`src/inc/psm_consts.vh`:
```
// constants for the pack safety fault monitor
`ifndef PSM_CONSTS_VH
`define PSM_CONSTS_VH

// register byte addresses
`define PSM_ADDR_CONFIG      8'h00
`define PSM_ADDR_OTC_THRESH  8'h04
`define PSM_ADDR_OTC_RECOV   8'h08
`define PSM_ADDR_OTD_THRESH  8'h0c
`define PSM_ADDR_OTD_RECOV   8'h10
`define PSM_ADDR_CHG_CUR_TH  8'h14
`define PSM_ADDR_DSG_CUR_TH  8'h18
`define PSM_ADDR_OTC_TIME    8'h1c
`define PSM_ADDR_OTD_TIME    8'h20
`define PSM_ADDR_WDOG_TIME   8'h24
`define PSM_ADDR_SOV_THRESH  8'h28
`define PSM_ADDR_SOV_TIME    8'h2c
`define PSM_ADDR_SAFE_ALERT  8'h30
`define PSM_ADDR_SAFE_STAT   8'h34
`define PSM_ADDR_PERMANENT_FAIL_ALERT_WORD    8'h38
`define PSM_ADDR_PF_STAT     8'h3c
`define PSM_ADDR_BATT_STAT   8'h40
`define PSM_ADDR_OP_STAT     8'h44
`define PSM_ADDR_FUSE_FLAG   8'h48
`define PSM_ADDR_SNAP_VOLT   8'h4c
`define PSM_ADDR_SNAP_CUR    8'h50
`define PSM_ADDR_SNAP_TEMP   8'h54

// config register fields
`define PSM_CFG_OVERTEMP_SWITCH_OPEN_ENABLE_BIT    0
`define PSM_CFG_FUSE_EN_BIT  1
`define PSM_CFG_WDOG_FET_BIT 2
`define PSM_CFG_RESET        16'h0000

// status field positions
`define PSM_SA_OTC_BIT       0
`define PSM_SA_OTD_BIT       1
`define PSM_SS_HOST_INACTIVITY_FAULT_BIT      2
`define PSM_PF_SOV_BIT       0
`define PSM_BS_TCA_BIT       0
`define PSM_BS_TDA_BIT       1
`define PSM_BS_OTA_BIT       2
`define PSM_OS_DISCHARGE_DISABLED_FLAG_BIT      0

// reset values, temperature in 1 degC per lsb, two's complement
`define PSM_OTC_THRESH_RST   16'h0037
`define PSM_OTC_RECOV_RST    16'h0032
`define PSM_OTD_THRESH_RST   16'h003c
`define PSM_OTD_RECOV_RST    16'h0037
`define PSM_CUR_TH_RST       16'h0064
`define PSM_OT_TIME_RST      16'h0002
`define PSM_WDOG_TIME_RST    16'h0000
`define PSM_SOV_THRESH_RST   16'hffff
`define PSM_SOV_TIME_RST     16'h0000
`define PSM_FUSE_MAGIC       16'h3672

// seconds tick
`define PSM_TICK_TIME_MS     1000
`define PSM_CLK_KHZ          100000

`endif

```
`src/core/psm_dbnc_timer.v`:
```
// debounce timer: alert flag, seconds count, one-cycle expiry pulse
`timescale 1ns/1ns
module psm_dbnc_timer #(
    parameter TW = 16
) (
    // clock and reset
    input  wire          mclk,
    input  wire          sys_rst,
    // control
    input  wire          tick,
    input  wire          cond,
    input  wire [TW-1:0] limit,
    // results
    output reg           alert_q,
    output reg           expire_q
);
    reg [TW-1:0] cnt_q;
    wire         live = cond && (limit != {TW{1'b0}});

    always @(posedge mclk) begin
        if (sys_rst) begin
            alert_q  <= 1'b0;
            expire_q <= 1'b0;
            cnt_q    <= {TW{1'b0}};
        end else begin
            alert_q  <= live;
            expire_q <= 1'b0;
            if (!live || !alert_q) begin
                // restarts each time the alert first rises
                cnt_q <= {TW{1'b0}};
            end else if (tick) begin
                if (cnt_q + 1'b1 >= limit) begin
                    expire_q <= 1'b1;
                    cnt_q    <= {TW{1'b0}};
                end else begin
                    cnt_q <= cnt_q + 1'b1;
                end
            end
        end
    end
endmodule

```
`src/core/psm_monitor.v`:
```
// pack safety fault monitor: over-temperature, host watchdog, safety over-voltage
//
// Strobed register access and the address map were left to the implementer.
`timescale 1ns/1ns
`include "psm_consts.vh"
module psm_monitor #(
    parameter DW          = 16,
    parameter TICK_CYCLES = `PSM_TICK_TIME_MS * `PSM_CLK_KHZ
) (
    // clock and reset
    input  wire          mclk,
    input  wire          sys_rst,
    // register port
    input  wire [7:0]    reg_addr,
    input  wire [DW-1:0] reg_wdata,
    input  wire          reg_wr,
    input  wire          reg_rd,
    output reg  [DW-1:0] reg_rdata_q,
    // measurements, temperature and current signed two's complement, voltage unsigned
    input  wire [DW-1:0] pack_temp,
    input  wire [DW-1:0] pack_current,
    input  wire [DW-1:0] pack_voltage,
    // power state
    input  wire          normal_mode,
    input  wire          bus_low_expired,
    // charge requests from the charging algorithm
    input  wire [DW-1:0] chg_current_in,
    input  wire [DW-1:0] chg_voltage_in,
    output reg  [DW-1:0] chg_current_req_q,
    output reg  [DW-1:0] chg_voltage_req_q,
    // switches and protection outputs
    output reg           chg_switch_open_q,
    output reg           dsg_switch_open_q,
    output reg           prechg_switch_open_q,
    output reg           fuse_blow_q,
    output reg           nv_write_block_q
);
    // one-second tick
    reg  [31:0]   tick_cnt_q;
    reg           tick_q;

    // configuration
    reg  [DW-1:0] config_q;
    reg  [DW-1:0] otc_thresh_q;
    reg  [DW-1:0] otc_recov_q;
    reg  [DW-1:0] otd_thresh_q;
    reg  [DW-1:0] otd_recov_q;
    reg  [DW-1:0] chg_cur_th_q;
    reg  [DW-1:0] dsg_cur_th_q;
    reg  [DW-1:0] otc_time_q;
    reg  [DW-1:0] otd_time_q;
    reg  [DW-1:0] wdog_time_q;
    reg  [DW-1:0] sov_thresh_q;
    reg  [DW-1:0] sov_time_q;

    // fault state
    reg           charge_overtemp_flag_q;
    reg           discharge_overtemp_flag_q;
    reg           host_inactivity_fault_q;
    reg           pack_overvoltage_permanent_flag_q;
    reg  [DW-1:0] fuse_flag_q;
    reg  [DW-1:0] snap_volt_q;
    reg  [DW-1:0] snap_cur_q;
    reg  [DW-1:0] snap_temp_q;
    reg  [DW-1:0] wdog_cnt_q;

    wire          otc_alert;
    wire          otc_expire;
    wire          otd_alert;
    wire          otd_expire;
    wire          sov_alert;
    wire          sov_expire;

    wire overtemp_switch_open_enable = config_q[`PSM_CFG_OVERTEMP_SWITCH_OPEN_ENABLE_BIT];
    wire overvoltage_fuse_enable     = config_q[`PSM_CFG_FUSE_EN_BIT];
    wire wdog_switch_enable          = config_q[`PSM_CFG_WDOG_FET_BIT];

    wire bus_access = reg_wr || reg_rd;

    // signed comparisons against programmed thresholds, unsigned for the voltage threshold
    wire signed [DW-1:0] temp_s    = pack_temp;
    wire signed [DW-1:0] cur_s     = pack_current;
    wire signed [DW-1:0] dsg_neg_s = -dsg_cur_th_q;
    wire otc_cond = ($signed(temp_s) >= $signed(otc_thresh_q)) &&
                    ($signed(cur_s) > $signed(chg_cur_th_q));
    wire otd_cond = ($signed(temp_s) >= $signed(otd_thresh_q)) &&
                    ($signed(cur_s) < dsg_neg_s);
    wire sov_cond = (pack_voltage >= sov_thresh_q);
    wire otc_recovered = $signed(temp_s) <= $signed(otc_recov_q);
    wire otd_recovered = $signed(temp_s) <= $signed(otd_recov_q);

    wire wdog_active = normal_mode && !bus_low_expired &&
                       (wdog_time_q != {DW{1'b0}});
    wire wdog_fire   = wdog_active && tick_q && !bus_access &&
                       (wdog_cnt_q + 1'b1 >= wdog_time_q);

    // seconds tick from the system clock
    always @(posedge mclk) begin
        if (sys_rst) begin
            tick_cnt_q <= 32'h0000_0000;
            tick_q     <= 1'b0;
        end else if (tick_cnt_q >= TICK_CYCLES - 1) begin
            tick_cnt_q <= 32'h0000_0000;
            tick_q     <= 1'b1;
        end else begin
            tick_cnt_q <= tick_cnt_q + 32'h0000_0001;
            tick_q     <= 1'b0;
        end
    end

    // debounce timers
    psm_dbnc_timer #(.TW(DW)) u_otc_timer (
        .mclk     (mclk),
        .sys_rst  (sys_rst),
        .tick     (tick_q),
        .cond     (otc_cond && !charge_overtemp_flag_q),
        .limit    (otc_time_q),
        .alert_q  (otc_alert),
        .expire_q (otc_expire)
    );

    psm_dbnc_timer #(.TW(DW)) u_otd_timer (
        .mclk     (mclk),
        .sys_rst  (sys_rst),
        .tick     (tick_q),
        .cond     (otd_cond && !discharge_overtemp_flag_q),
        .limit    (otd_time_q),
        .alert_q  (otd_alert),
        .expire_q (otd_expire)
    );

    psm_dbnc_timer #(.TW(DW)) u_sov_timer (
        .mclk     (mclk),
        .sys_rst  (sys_rst),
        .tick     (tick_q),
        .cond     (sov_cond && !pack_overvoltage_permanent_flag_q),
        .limit    (sov_time_q),
        .alert_q  (sov_alert),
        .expire_q (sov_expire)
    );

    // register writes
    always @(posedge mclk) begin
        if (sys_rst) begin
            config_q     <= `PSM_CFG_RESET;
            otc_thresh_q <= `PSM_OTC_THRESH_RST;
            otc_recov_q  <= `PSM_OTC_RECOV_RST;
            otd_thresh_q <= `PSM_OTD_THRESH_RST;
            otd_recov_q  <= `PSM_OTD_RECOV_RST;
            chg_cur_th_q <= `PSM_CUR_TH_RST;
            dsg_cur_th_q <= `PSM_CUR_TH_RST;
            otc_time_q   <= `PSM_OT_TIME_RST;
            otd_time_q   <= `PSM_OT_TIME_RST;
            wdog_time_q  <= `PSM_WDOG_TIME_RST;
            sov_thresh_q <= `PSM_SOV_THRESH_RST;
            sov_time_q   <= `PSM_SOV_TIME_RST;
        end else if (reg_wr) begin
            case (reg_addr)
                `PSM_ADDR_CONFIG: begin
                    config_q <= reg_wdata;
                end
                `PSM_ADDR_OTC_THRESH: begin
                    otc_thresh_q <= reg_wdata;
                end
                `PSM_ADDR_OTC_RECOV: begin
                    otc_recov_q <= reg_wdata;
                end
                `PSM_ADDR_OTD_THRESH: begin
                    otd_thresh_q <= reg_wdata;
                end
                `PSM_ADDR_OTD_RECOV: begin
                    otd_recov_q <= reg_wdata;
                end
                `PSM_ADDR_CHG_CUR_TH: begin
                    chg_cur_th_q <= reg_wdata;
                end
                `PSM_ADDR_DSG_CUR_TH: begin
                    dsg_cur_th_q <= reg_wdata;
                end
                `PSM_ADDR_OTC_TIME: begin
                    otc_time_q <= reg_wdata;
                end
                `PSM_ADDR_OTD_TIME: begin
                    otd_time_q <= reg_wdata;
                end
                `PSM_ADDR_WDOG_TIME: begin
                    wdog_time_q <= reg_wdata;
                end
                `PSM_ADDR_SOV_THRESH: begin
                    sov_thresh_q <= reg_wdata;
                end
                `PSM_ADDR_SOV_TIME: begin
                    sov_time_q <= reg_wdata;
                end
                default: begin
                end
            endcase
        end
    end

    // over-temperature latches
    always @(posedge mclk) begin
        if (sys_rst) begin
            charge_overtemp_flag_q    <= 1'b0;
            discharge_overtemp_flag_q <= 1'b0;
        end else begin
            if (otc_time_q == {DW{1'b0}}) begin
                charge_overtemp_flag_q <= 1'b0;
            end else if (otc_expire) begin
                charge_overtemp_flag_q <= 1'b1;
            end else if (otc_recovered) begin
                charge_overtemp_flag_q <= 1'b0;
            end
            if (otd_time_q == {DW{1'b0}}) begin
                discharge_overtemp_flag_q <= 1'b0;
            end else if (otd_expire) begin
                discharge_overtemp_flag_q <= 1'b1;
            end else if (otd_recovered) begin
                discharge_overtemp_flag_q <= 1'b0;
            end
        end
    end

    // host inactivity watchdog
    always @(posedge mclk) begin
        if (sys_rst) begin
            wdog_cnt_q              <= {DW{1'b0}};
            host_inactivity_fault_q <= 1'b0;
        end else begin
            if (!wdog_active || bus_access || wdog_fire) begin
                wdog_cnt_q <= {DW{1'b0}};
            end else if (tick_q) begin
                wdog_cnt_q <= wdog_cnt_q + 1'b1;
            end
            if (wdog_fire) begin
                host_inactivity_fault_q <= 1'b1;
            end else if (bus_access) begin
                host_inactivity_fault_q <= 1'b0;
            end
        end
    end

    // permanent over-voltage failure, snapshots and fuse word
    always @(posedge mclk) begin
        if (sys_rst) begin
            pack_overvoltage_permanent_flag_q <= 1'b0;
            fuse_flag_q <= {DW{1'b0}};
            snap_volt_q <= {DW{1'b0}};
            snap_cur_q  <= {DW{1'b0}};
            snap_temp_q <= {DW{1'b0}};
        end else if (sov_expire) begin
            pack_overvoltage_permanent_flag_q <= 1'b1;
            snap_volt_q <= pack_voltage;
            snap_cur_q  <= pack_current;
            snap_temp_q <= pack_temp;
            if (overvoltage_fuse_enable) begin
                fuse_flag_q <= `PSM_FUSE_MAGIC;
            end
        end
    end

    // status words seen by software
    reg [DW-1:0] safe_alert;
    reg [DW-1:0] safe_stat;
    reg [DW-1:0] permanent_fail_alert_word;
    reg [DW-1:0] pf_stat;
    reg [DW-1:0] batt_stat;
    reg [DW-1:0] op_stat;
    reg          terminate_charge_alarm;
    reg          terminate_discharge_alarm;

    always @* begin
        terminate_charge_alarm = charge_overtemp_flag_q || host_inactivity_fault_q ||
              pack_overvoltage_permanent_flag_q;
        terminate_discharge_alarm = discharge_overtemp_flag_q || host_inactivity_fault_q ||
              pack_overvoltage_permanent_flag_q;
        safe_alert = {DW{1'b0}};
        safe_alert[`PSM_SA_OTC_BIT] = otc_alert;
        safe_alert[`PSM_SA_OTD_BIT] = otd_alert;
        safe_stat = {DW{1'b0}};
        safe_stat[`PSM_SA_OTC_BIT]  = charge_overtemp_flag_q;
        safe_stat[`PSM_SA_OTD_BIT]  = discharge_overtemp_flag_q;
        safe_stat[`PSM_SS_HOST_INACTIVITY_FAULT_BIT] = host_inactivity_fault_q;
        permanent_fail_alert_word = {DW{1'b0}};
        permanent_fail_alert_word[`PSM_PF_SOV_BIT] = sov_alert;
        pf_stat = {DW{1'b0}};
        pf_stat[`PSM_PF_SOV_BIT] = pack_overvoltage_permanent_flag_q;
        batt_stat = {DW{1'b0}};
        batt_stat[`PSM_BS_TCA_BIT] = terminate_charge_alarm;
        batt_stat[`PSM_BS_TDA_BIT] = terminate_discharge_alarm;
        batt_stat[`PSM_BS_OTA_BIT] = charge_overtemp_flag_q || discharge_overtemp_flag_q;
        op_stat = {DW{1'b0}};
        op_stat[`PSM_OS_DISCHARGE_DISABLED_FLAG_BIT] = host_inactivity_fault_q;
    end

    // register reads, data one cycle after the strobe; fault value is the one before the clear
    always @(posedge mclk) begin
        if (sys_rst) begin
            reg_rdata_q <= {DW{1'b0}};
        end else if (reg_rd) begin
            case (reg_addr)
                `PSM_ADDR_CONFIG:     reg_rdata_q <= config_q;
                `PSM_ADDR_OTC_THRESH: reg_rdata_q <= otc_thresh_q;
                `PSM_ADDR_OTC_RECOV:  reg_rdata_q <= otc_recov_q;
                `PSM_ADDR_OTD_THRESH: reg_rdata_q <= otd_thresh_q;
                `PSM_ADDR_OTD_RECOV:  reg_rdata_q <= otd_recov_q;
                `PSM_ADDR_CHG_CUR_TH: reg_rdata_q <= chg_cur_th_q;
                `PSM_ADDR_DSG_CUR_TH: reg_rdata_q <= dsg_cur_th_q;
                `PSM_ADDR_OTC_TIME:   reg_rdata_q <= otc_time_q;
                `PSM_ADDR_OTD_TIME:   reg_rdata_q <= otd_time_q;
                `PSM_ADDR_WDOG_TIME:  reg_rdata_q <= wdog_time_q;
                `PSM_ADDR_SOV_THRESH: reg_rdata_q <= sov_thresh_q;
                `PSM_ADDR_SOV_TIME:   reg_rdata_q <= sov_time_q;
                `PSM_ADDR_SAFE_ALERT: reg_rdata_q <= safe_alert;
                `PSM_ADDR_SAFE_STAT:  reg_rdata_q <= safe_stat;
                `PSM_ADDR_PERMANENT_FAIL_ALERT_WORD:   reg_rdata_q <= permanent_fail_alert_word;
                `PSM_ADDR_PF_STAT:    reg_rdata_q <= pf_stat;
                `PSM_ADDR_BATT_STAT:  reg_rdata_q <= batt_stat;
                `PSM_ADDR_OP_STAT:    reg_rdata_q <= op_stat;
                `PSM_ADDR_FUSE_FLAG:  reg_rdata_q <= fuse_flag_q;
                `PSM_ADDR_SNAP_VOLT:  reg_rdata_q <= snap_volt_q;
                `PSM_ADDR_SNAP_CUR:   reg_rdata_q <= snap_cur_q;
                `PSM_ADDR_SNAP_TEMP:  reg_rdata_q <= snap_temp_q;
                default:              reg_rdata_q <= {DW{1'b0}};
            endcase
        end else begin
            reg_rdata_q <= {DW{1'b0}};
        end
    end

    // protection outputs
    always @(posedge mclk) begin
        if (sys_rst) begin
            chg_current_req_q    <= {DW{1'b0}};
            chg_voltage_req_q    <= {DW{1'b0}};
            chg_switch_open_q    <= 1'b0;
            dsg_switch_open_q    <= 1'b0;
            prechg_switch_open_q <= 1'b0;
            fuse_blow_q          <= 1'b0;
            nv_write_block_q     <= 1'b0;
        end else begin
            // current forced to zero by every fault, voltage not by discharge overtemp
            if (charge_overtemp_flag_q || discharge_overtemp_flag_q || host_inactivity_fault_q ||
                pack_overvoltage_permanent_flag_q) begin
                chg_current_req_q <= {DW{1'b0}};
            end else begin
                chg_current_req_q <= chg_current_in;
            end
            if (charge_overtemp_flag_q || host_inactivity_fault_q ||
                pack_overvoltage_permanent_flag_q) begin
                chg_voltage_req_q <= {DW{1'b0}};
            end else begin
                chg_voltage_req_q <= chg_voltage_in;
            end
            chg_switch_open_q <= (charge_overtemp_flag_q && overtemp_switch_open_enable) ||
                                 (host_inactivity_fault_q && wdog_switch_enable) ||
                                 pack_overvoltage_permanent_flag_q;
            dsg_switch_open_q <= (discharge_overtemp_flag_q && overtemp_switch_open_enable) ||
                                 (host_inactivity_fault_q && wdog_switch_enable) ||
                                 pack_overvoltage_permanent_flag_q;
            prechg_switch_open_q <= (host_inactivity_fault_q && wdog_switch_enable) ||
                                    pack_overvoltage_permanent_flag_q;
            fuse_blow_q      <= pack_overvoltage_permanent_flag_q &&
                                (fuse_flag_q == `PSM_FUSE_MAGIC);
            nv_write_block_q <= pack_overvoltage_permanent_flag_q;
        end
    end
endmodule

```
`config.mk`:
```
export PLATFORM = sky130hd
export DESIGN_NAME = psm_monitor
export DESIGN_NICKNAME = d
export VERILOG_FILES = /design/src/core/psm_dbnc_timer.v /design/src/core/psm_monitor.v
export VERILOG_INCLUDE_DIRS = /design/src /design/src/inc
export SDC_FILE = /design/constraint.sdc
export NUM_CORES = 1
export LEC_CHECK = 0
export ABC_AREA = 1
export BUFFER_PORTS_ARGS = -buffer_cell sky130_fd_sc_hd__buf_4
export CAP_MARGIN = 20
export CORE_UTILIZATION = 55
export DETAILED_ROUTE_END_ITERATION = 10
export PLACE_DENSITY = 0.81
export SYNTH_ARGS = -nofsm -noshare
export SYNTH_HDL_FRONTEND = slang
export SYNTH_SLANG_ARGS = --single-unit
```
`constraint.sdc`:
```
create_clock -name mclk -period 3.2 [get_ports mclk]
set_input_delay 0.16 -clock mclk [delete_from_list [all_inputs] [get_ports mclk]]
set_output_delay 0.16 -clock mclk [all_outputs]
set_load 0.01 [all_outputs]
```
## Word level (Yosys, flattened, before mapping)

Index checks and enable logic that the tools add are counted.

| storage, ports and cells | value |
|---|---|
| bits in registers | 401 |
| logic and storage cells | 179 |

| cells by class | value |
|---|---|
| $add $sub $neg | 6 |
| $lt $le $gt $ge | 12 |
| eq/ne operators | 22 |
| multiplexer cells | 14 |
| bitwise logic cells | 2 |
| reductions and logical operators | 83 |

Operators with widths:

| operator | number |
|---|---|
| case mux 16 bit (22 select lines) | 1 |
| >= comparator 16 bit | 7 |
| adder 16 x 1 -> 16 bit (second input constant) | 4 |
| equality test 8 x 6 -> 1 bit (second input constant) | 8 |
| nonzero test 16 bit | 4 |
| equality test 8 x 7 -> 1 bit (second input constant) | 6 |
| two-way mux 16 bit | 3 |
| adder 32 x 1 -> 32 bit (second input constant) | 1 |
| equality test 8 x 5 -> 1 bit (second input constant) | 4 |
| >= comparator 32 x 27 -> 1 bit (second input constant) | 1 |
| <= comparator 16 bit | 2 |
| zero test 16 bit | 2 |
| AND reduction 2 bit | 13 |
| OR reduction 2 bit | 10 |
| logical OR 1 bit | 18 |
| logical AND 1 bit | 17 |
| equality test 8 x 4 -> 1 bit (second input constant) | 2 |
| > comparator 16 bit | 1 |
| < comparator 16 bit | 1 |
| negator 16 bit | 1 |
| zero test 1 bit | 12 |
| two-way mux 1 bit | 10 |
| OR reduction 3 bit | 3 |
| equality test 8 x 3 -> 1 bit (second input constant) | 1 |
| 4 further kinds | 7 |

## Logic depth before layout (Yosys ltp)

| depth | value |
|---|---|
| depth after elaboration | 8 |
| gate-level depth with buffers | 21 |
| mapped depth without buffers | 20 |

## By module

A second synthesis with hierarchy kept.

| second synthesis, totals | value |
|---|---|
| cells, all modules | 3,208 |
| area, all modules | 22,696.8 µm² |

By module, submodules not included:

| module | instances | cells an instance | area each (µm²) | sequential area each (µm²) |
|---|---|---|---|---|
| psm_monitor | 1 | 2,494 | 18,076.1 | 6,946.7 |
| psm_dbnc_timer | 3 | 238 | 1,540.2 | 360.3 |

## Worst setup path before layout

OpenSTA, ideal clock, no wires.

| timing path | value |
|---|---|
| kind | reg2reg |
| start | reg dsg_cur_th_q[0] |
| end | reg u_otd_timer.cnt_q[10] |
| setup time | 0.132 ns |
| arrival time | 2.968 ns |
| slack | 0.100 ns |
| cell stages (with the launch flop) | 22 |
| cell sequence | dfxtp_1 nor3_1 nand3_1 nor2_1 nand3_1 nor2_1 nand2_1 nor3_1 nand3_1 nand2_1 nand2_1 ha_1 nand2_1 inv_1 nand3_1 nor3_1 nand2_1 nand2_1 nand2_1 nand4_1 clkbuf_1 nor3_1 |

| on the way | value |
|---|---|
| longest elaborated chain between the ends | 8 |

RTL lines:

| element | line | RTL |
|---|---|---|
| start, declared | psm_monitor.v:49 | `reg [DW-1:0] dsg_cur_th_q;` |
| start signal, assigned | psm_monitor.v:151 | `` dsg_cur_th_q <= `PSM_CUR_TH_RST; `` |
| start signal, assigned | psm_monitor.v:178 | `dsg_cur_th_q <= reg_wdata;` |
| negator 16 bit | psm_monitor.v:83 | `wire signed [DW-1:0] dsg_neg_s = -dsg_cur_th_q;` |
| < comparator 16 bit | psm_monitor.v:87 | `($signed(cur_s) < dsg_neg_s);` |
| logical AND 1 bit | psm_monitor.v:86 | `wire otd_cond = ($signed(temp_s) >= $signed(otd_thresh_q)) &&` |
| logical AND 1 bit | psm_monitor.v:126 | `.cond (otd_cond && !discharge_overtemp_flag_q),` |
| logical AND 1 bit | psm_dbnc_timer.v:18 | `wire live = cond && (limit != {TW{1'b0}});` |
| zero test 1 bit | psm_dbnc_timer.v:28 | `if (!live \|\| !alert_q) begin` |
| logical OR 1 bit | psm_dbnc_timer.v:28 |  |
| OR reduction 2 bit (no line) | - |  |
| end signal, assigned | psm_dbnc_timer.v:24 | `cnt_q <= {TW{1'b0}};` |
| end signal, assigned | psm_dbnc_timer.v:30 | `cnt_q <= {TW{1'b0}};` |
| end signal, assigned | psm_dbnc_timer.v:34 | `cnt_q <= {TW{1'b0}};` |
| end, declared | psm_dbnc_timer.v:17 | `reg [TW-1:0] cnt_q;` |

No other way between the ends.
A chain may end at the register's enable or synchronous reset.

## Worst setup path after layout

| timing path | value |
|---|---|
| start | reg dsg_cur_th_q[1] |
| end | reg u_otd_timer.cnt_q[3] |

Same word-level chain as after synthesis.

==> impl_metrics.ini <==
[global_routing]
grt_pass1_vias = 20700
grt_pass1_wl_um = 115000
grt_max_degree = 86
antenna_found_initial = 2
grt.overflow.total = 0
grtUsageTotal = 0.369

[cts]
htreeDepth = 2
cts_tree = built
clock_path_buffers = 3
clkLatencyLatePin_ns = 0.58
clk_pin_slew_ns = 0.07
cts-root-buf = clkbuf_16
cts.sinks = 401
numCtsBuffers = 44

[cells_and_area]
finish.instance_area_um2 = 26100
regMostFlops = tick_cnt_q
nFillCells = 3158
final_common_cell = inv_1
final_cell_mix = 461 x inv_1, 398 x dfxtp_1, 388 x nand2_1, 358 x nor2_1, 301 x a21oi_1
area_delta_synth_final_pct = 20.8
drive_gt1_frac = 0.111
final_cell_count_no_fill = 3811
largest_reg_flops = 32
fin_util = 0.674
layout.nets = 3549

[floorplanning]
die-area_um2 = 40100
io-pin-count = 163
die_w_um = 200
die_y_um = 200
start_util = 0.558
rows = 72
core_um2 = 38700

[sta]
fmax_mhz = 304
maxSlewViolCount = 0
fin_ws_ns = -0.0863
finalHoldViolations = 0
setup_viol = 18
rsz0062_at_grt = true
whs_ns = 0.0195
fin_skew_ns = 0.0195
fin_crit_ns = 3.29
slew_headroom = 0.325
finalCritPeriodShare = 1.03
fin_setup_tns_ns = -0.854
worstMarginPinSlew_ns = 1.01

[synthesis]
yosys_warnings = 0
yosysSeqAreaShare = 0.372
synth.area.top_cells = dfxtp_1 37%, ha_1 10%, inv_1 8.1%
synth_area_um2 = 21600
synth_seq_cells = 401
syn_area_per_cell_um2 = 7.10
yosys.area.top_type = dfxtp_1
synth_cell_type_count = 40
synthCells = 3041
synthDominantCellAreaShare = 0.372

[placement]
gp_congestion = 1.04
placed_cells = 3638
dpl_cell_area_um2 = 23300
portBuffers = 162
dp_hpwl_um = 54200
post-place-ws_ns = -0.160

[critical_path]
worstSetupEndpointType = flop
cp.arrival_ns = 3.78
crit_required_ns = 3.69
crit_path_max_fanout = 9
crit_path_start_kind = flop
crit_type = flop to flop

[status]
violations = negative setup slack
status = complete, but fails checks

[pwr]
ir_drop_uv = 293
leakage_nw = 11.2
finalPower_mw = 11.4
power_density_nw_per_um2 = 437

[routing]
wl_per_cell_um = 20.3
routed_wirelength_um = 77400
drc = 0
firstDrtPassIters = 8
vias = 22600
ant_nets = 0
via_per_inst = 5.94
drt_first_iter_violations = 2551

[flow_run]
cap_violations = 0

[min_path]
hold_class = input port to flop
-- what timing repair did --
item                                    in CTS  in global routing
gates resized for setup                      3                 64
gates cloned                                 0                  1
endpoints found under the hold margin       90                  0
pin swaps                                    0                 17
endpoints found under the setup margin      25                 66
buffers inserted                             0                  8
hold buffers                                83                  0
-- critical path, cell delays in order (launching register included) --
cell,delay (ns)
dfxtp_2,0.34
nor3_2,0.30
nand3_2,0.14
nor2_2,0.17
nand3_2,0.10
nor2_2,0.14
nand2_2,0.09
nor3_4,0.19
buf_4,0.15
xor2_1,0.17
ha_1,0.29
nand2_1,0.08
inv_1,0.04
o21ai_1,0.11
nand2_1,0.08
nor2_2,0.10
nand2_1,0.06
nand2_1,0.06
nand4_1,0.10
buf_6,0.18
clkbuf_16,0.17
nor3_2,0.12
-- kinds of logic (layout without fill, tap and decap cells) --
family,Yosys count,in the layout,share of synthesized area
other,1,6,0.000174
AND/OR/NAND/NOR,1031,1031,0.204
AO/OA/AOI/OAI,748,748,0.184
multiplexers,2,2,0.000927
adder cells (fa/ha/maj),181,181,0.105
flip-flops,401,401,0.372
buffers and inverters,603,850,0.105
XOR/XNOR,74,74,0.0300
-- cell type report --
type | instances | area [µm²] | area share
sequential | 401 | 8030 | 0.308
antenna | 1 | 2.50 | 0.0000959
clock buffer | 58 | 1240 | 0.0477
clock inverter | 22 | 300 | 0.0115
multi-input combinational | 2041 | 11600 | 0.445
inverter | 475 | 1790 | 0.0684
timing repair buffer | 295 | 2460 | 0.0941
tap | 518 | 648 | 0.0248
-- per-layer routing --
metal	up-vias	track usage	routed length [µm]
met3	287	0.0784	9760
met2	1424	0.577	33300
met5	-	0	18
met4	2	0.196	4540
li1	10500	-	-
met1	10500	0.478	29800
-- cells in the mapped netlist --
cell	instances
nand4_1	51
a21o_1	2
or2_2	3
o2111ai_1	1
inv_2	9
a311oi_1	1
o21bai_1	3
a31o_2	2
o211ai_1	24
nor3_2	3
conb_1	1
nor2_4	3
nor3_4	2
buf_2	6
clkinv_1	1
o21ai_0	285
o22ai_1	89
xor2_1	66
nand3b_1	4
dfxtp_1	401
nor4_2	1
nand2_1	390
nor2_1	363
and2_1	9
a21oi_1	303
nand3_1	101
nor4_1	18
mux2i_1	2
clkbuf_1	119
ha_1	181
o21a_1	4
o21ai_1	22
a31oi_1	9
nor3_1	80
xnor2_1	8
nor2_2	2
inv_1	465
a211oi_1	3
nand2b_1	1
buf_1	3
-- report_power, final --
part	internal, mW	leakage, nW	total (mW)	switching (mW)
clock	3.31	0.764	5.51	2.20
combinational	0.326	7.22	0.855	0.529
sequential	5.03	3.24	5.04	0.0134
total	8.66	11.2	11.4	2.74
-- final timing paths --
| path | startpoint | end | slack [ns] | cells past startpoint |
|---|---|---|---|---|
| max reg2reg | dsg_cur_th_q[1] | u_otd_timer.cnt_q[3] | -0.09 | 21 |
| min reg2reg | tick_cnt_q[0] | tick_cnt_q[0] | 0.45 | 1 |
| max | dsg_cur_th_q[1] | u_otd_timer.cnt_q[3] | -0.09 | 21 |
| min | bus_low_expired | host_inactivity_fault_q | 0.02 | 6 |
(Power assumes the default switching activity.)
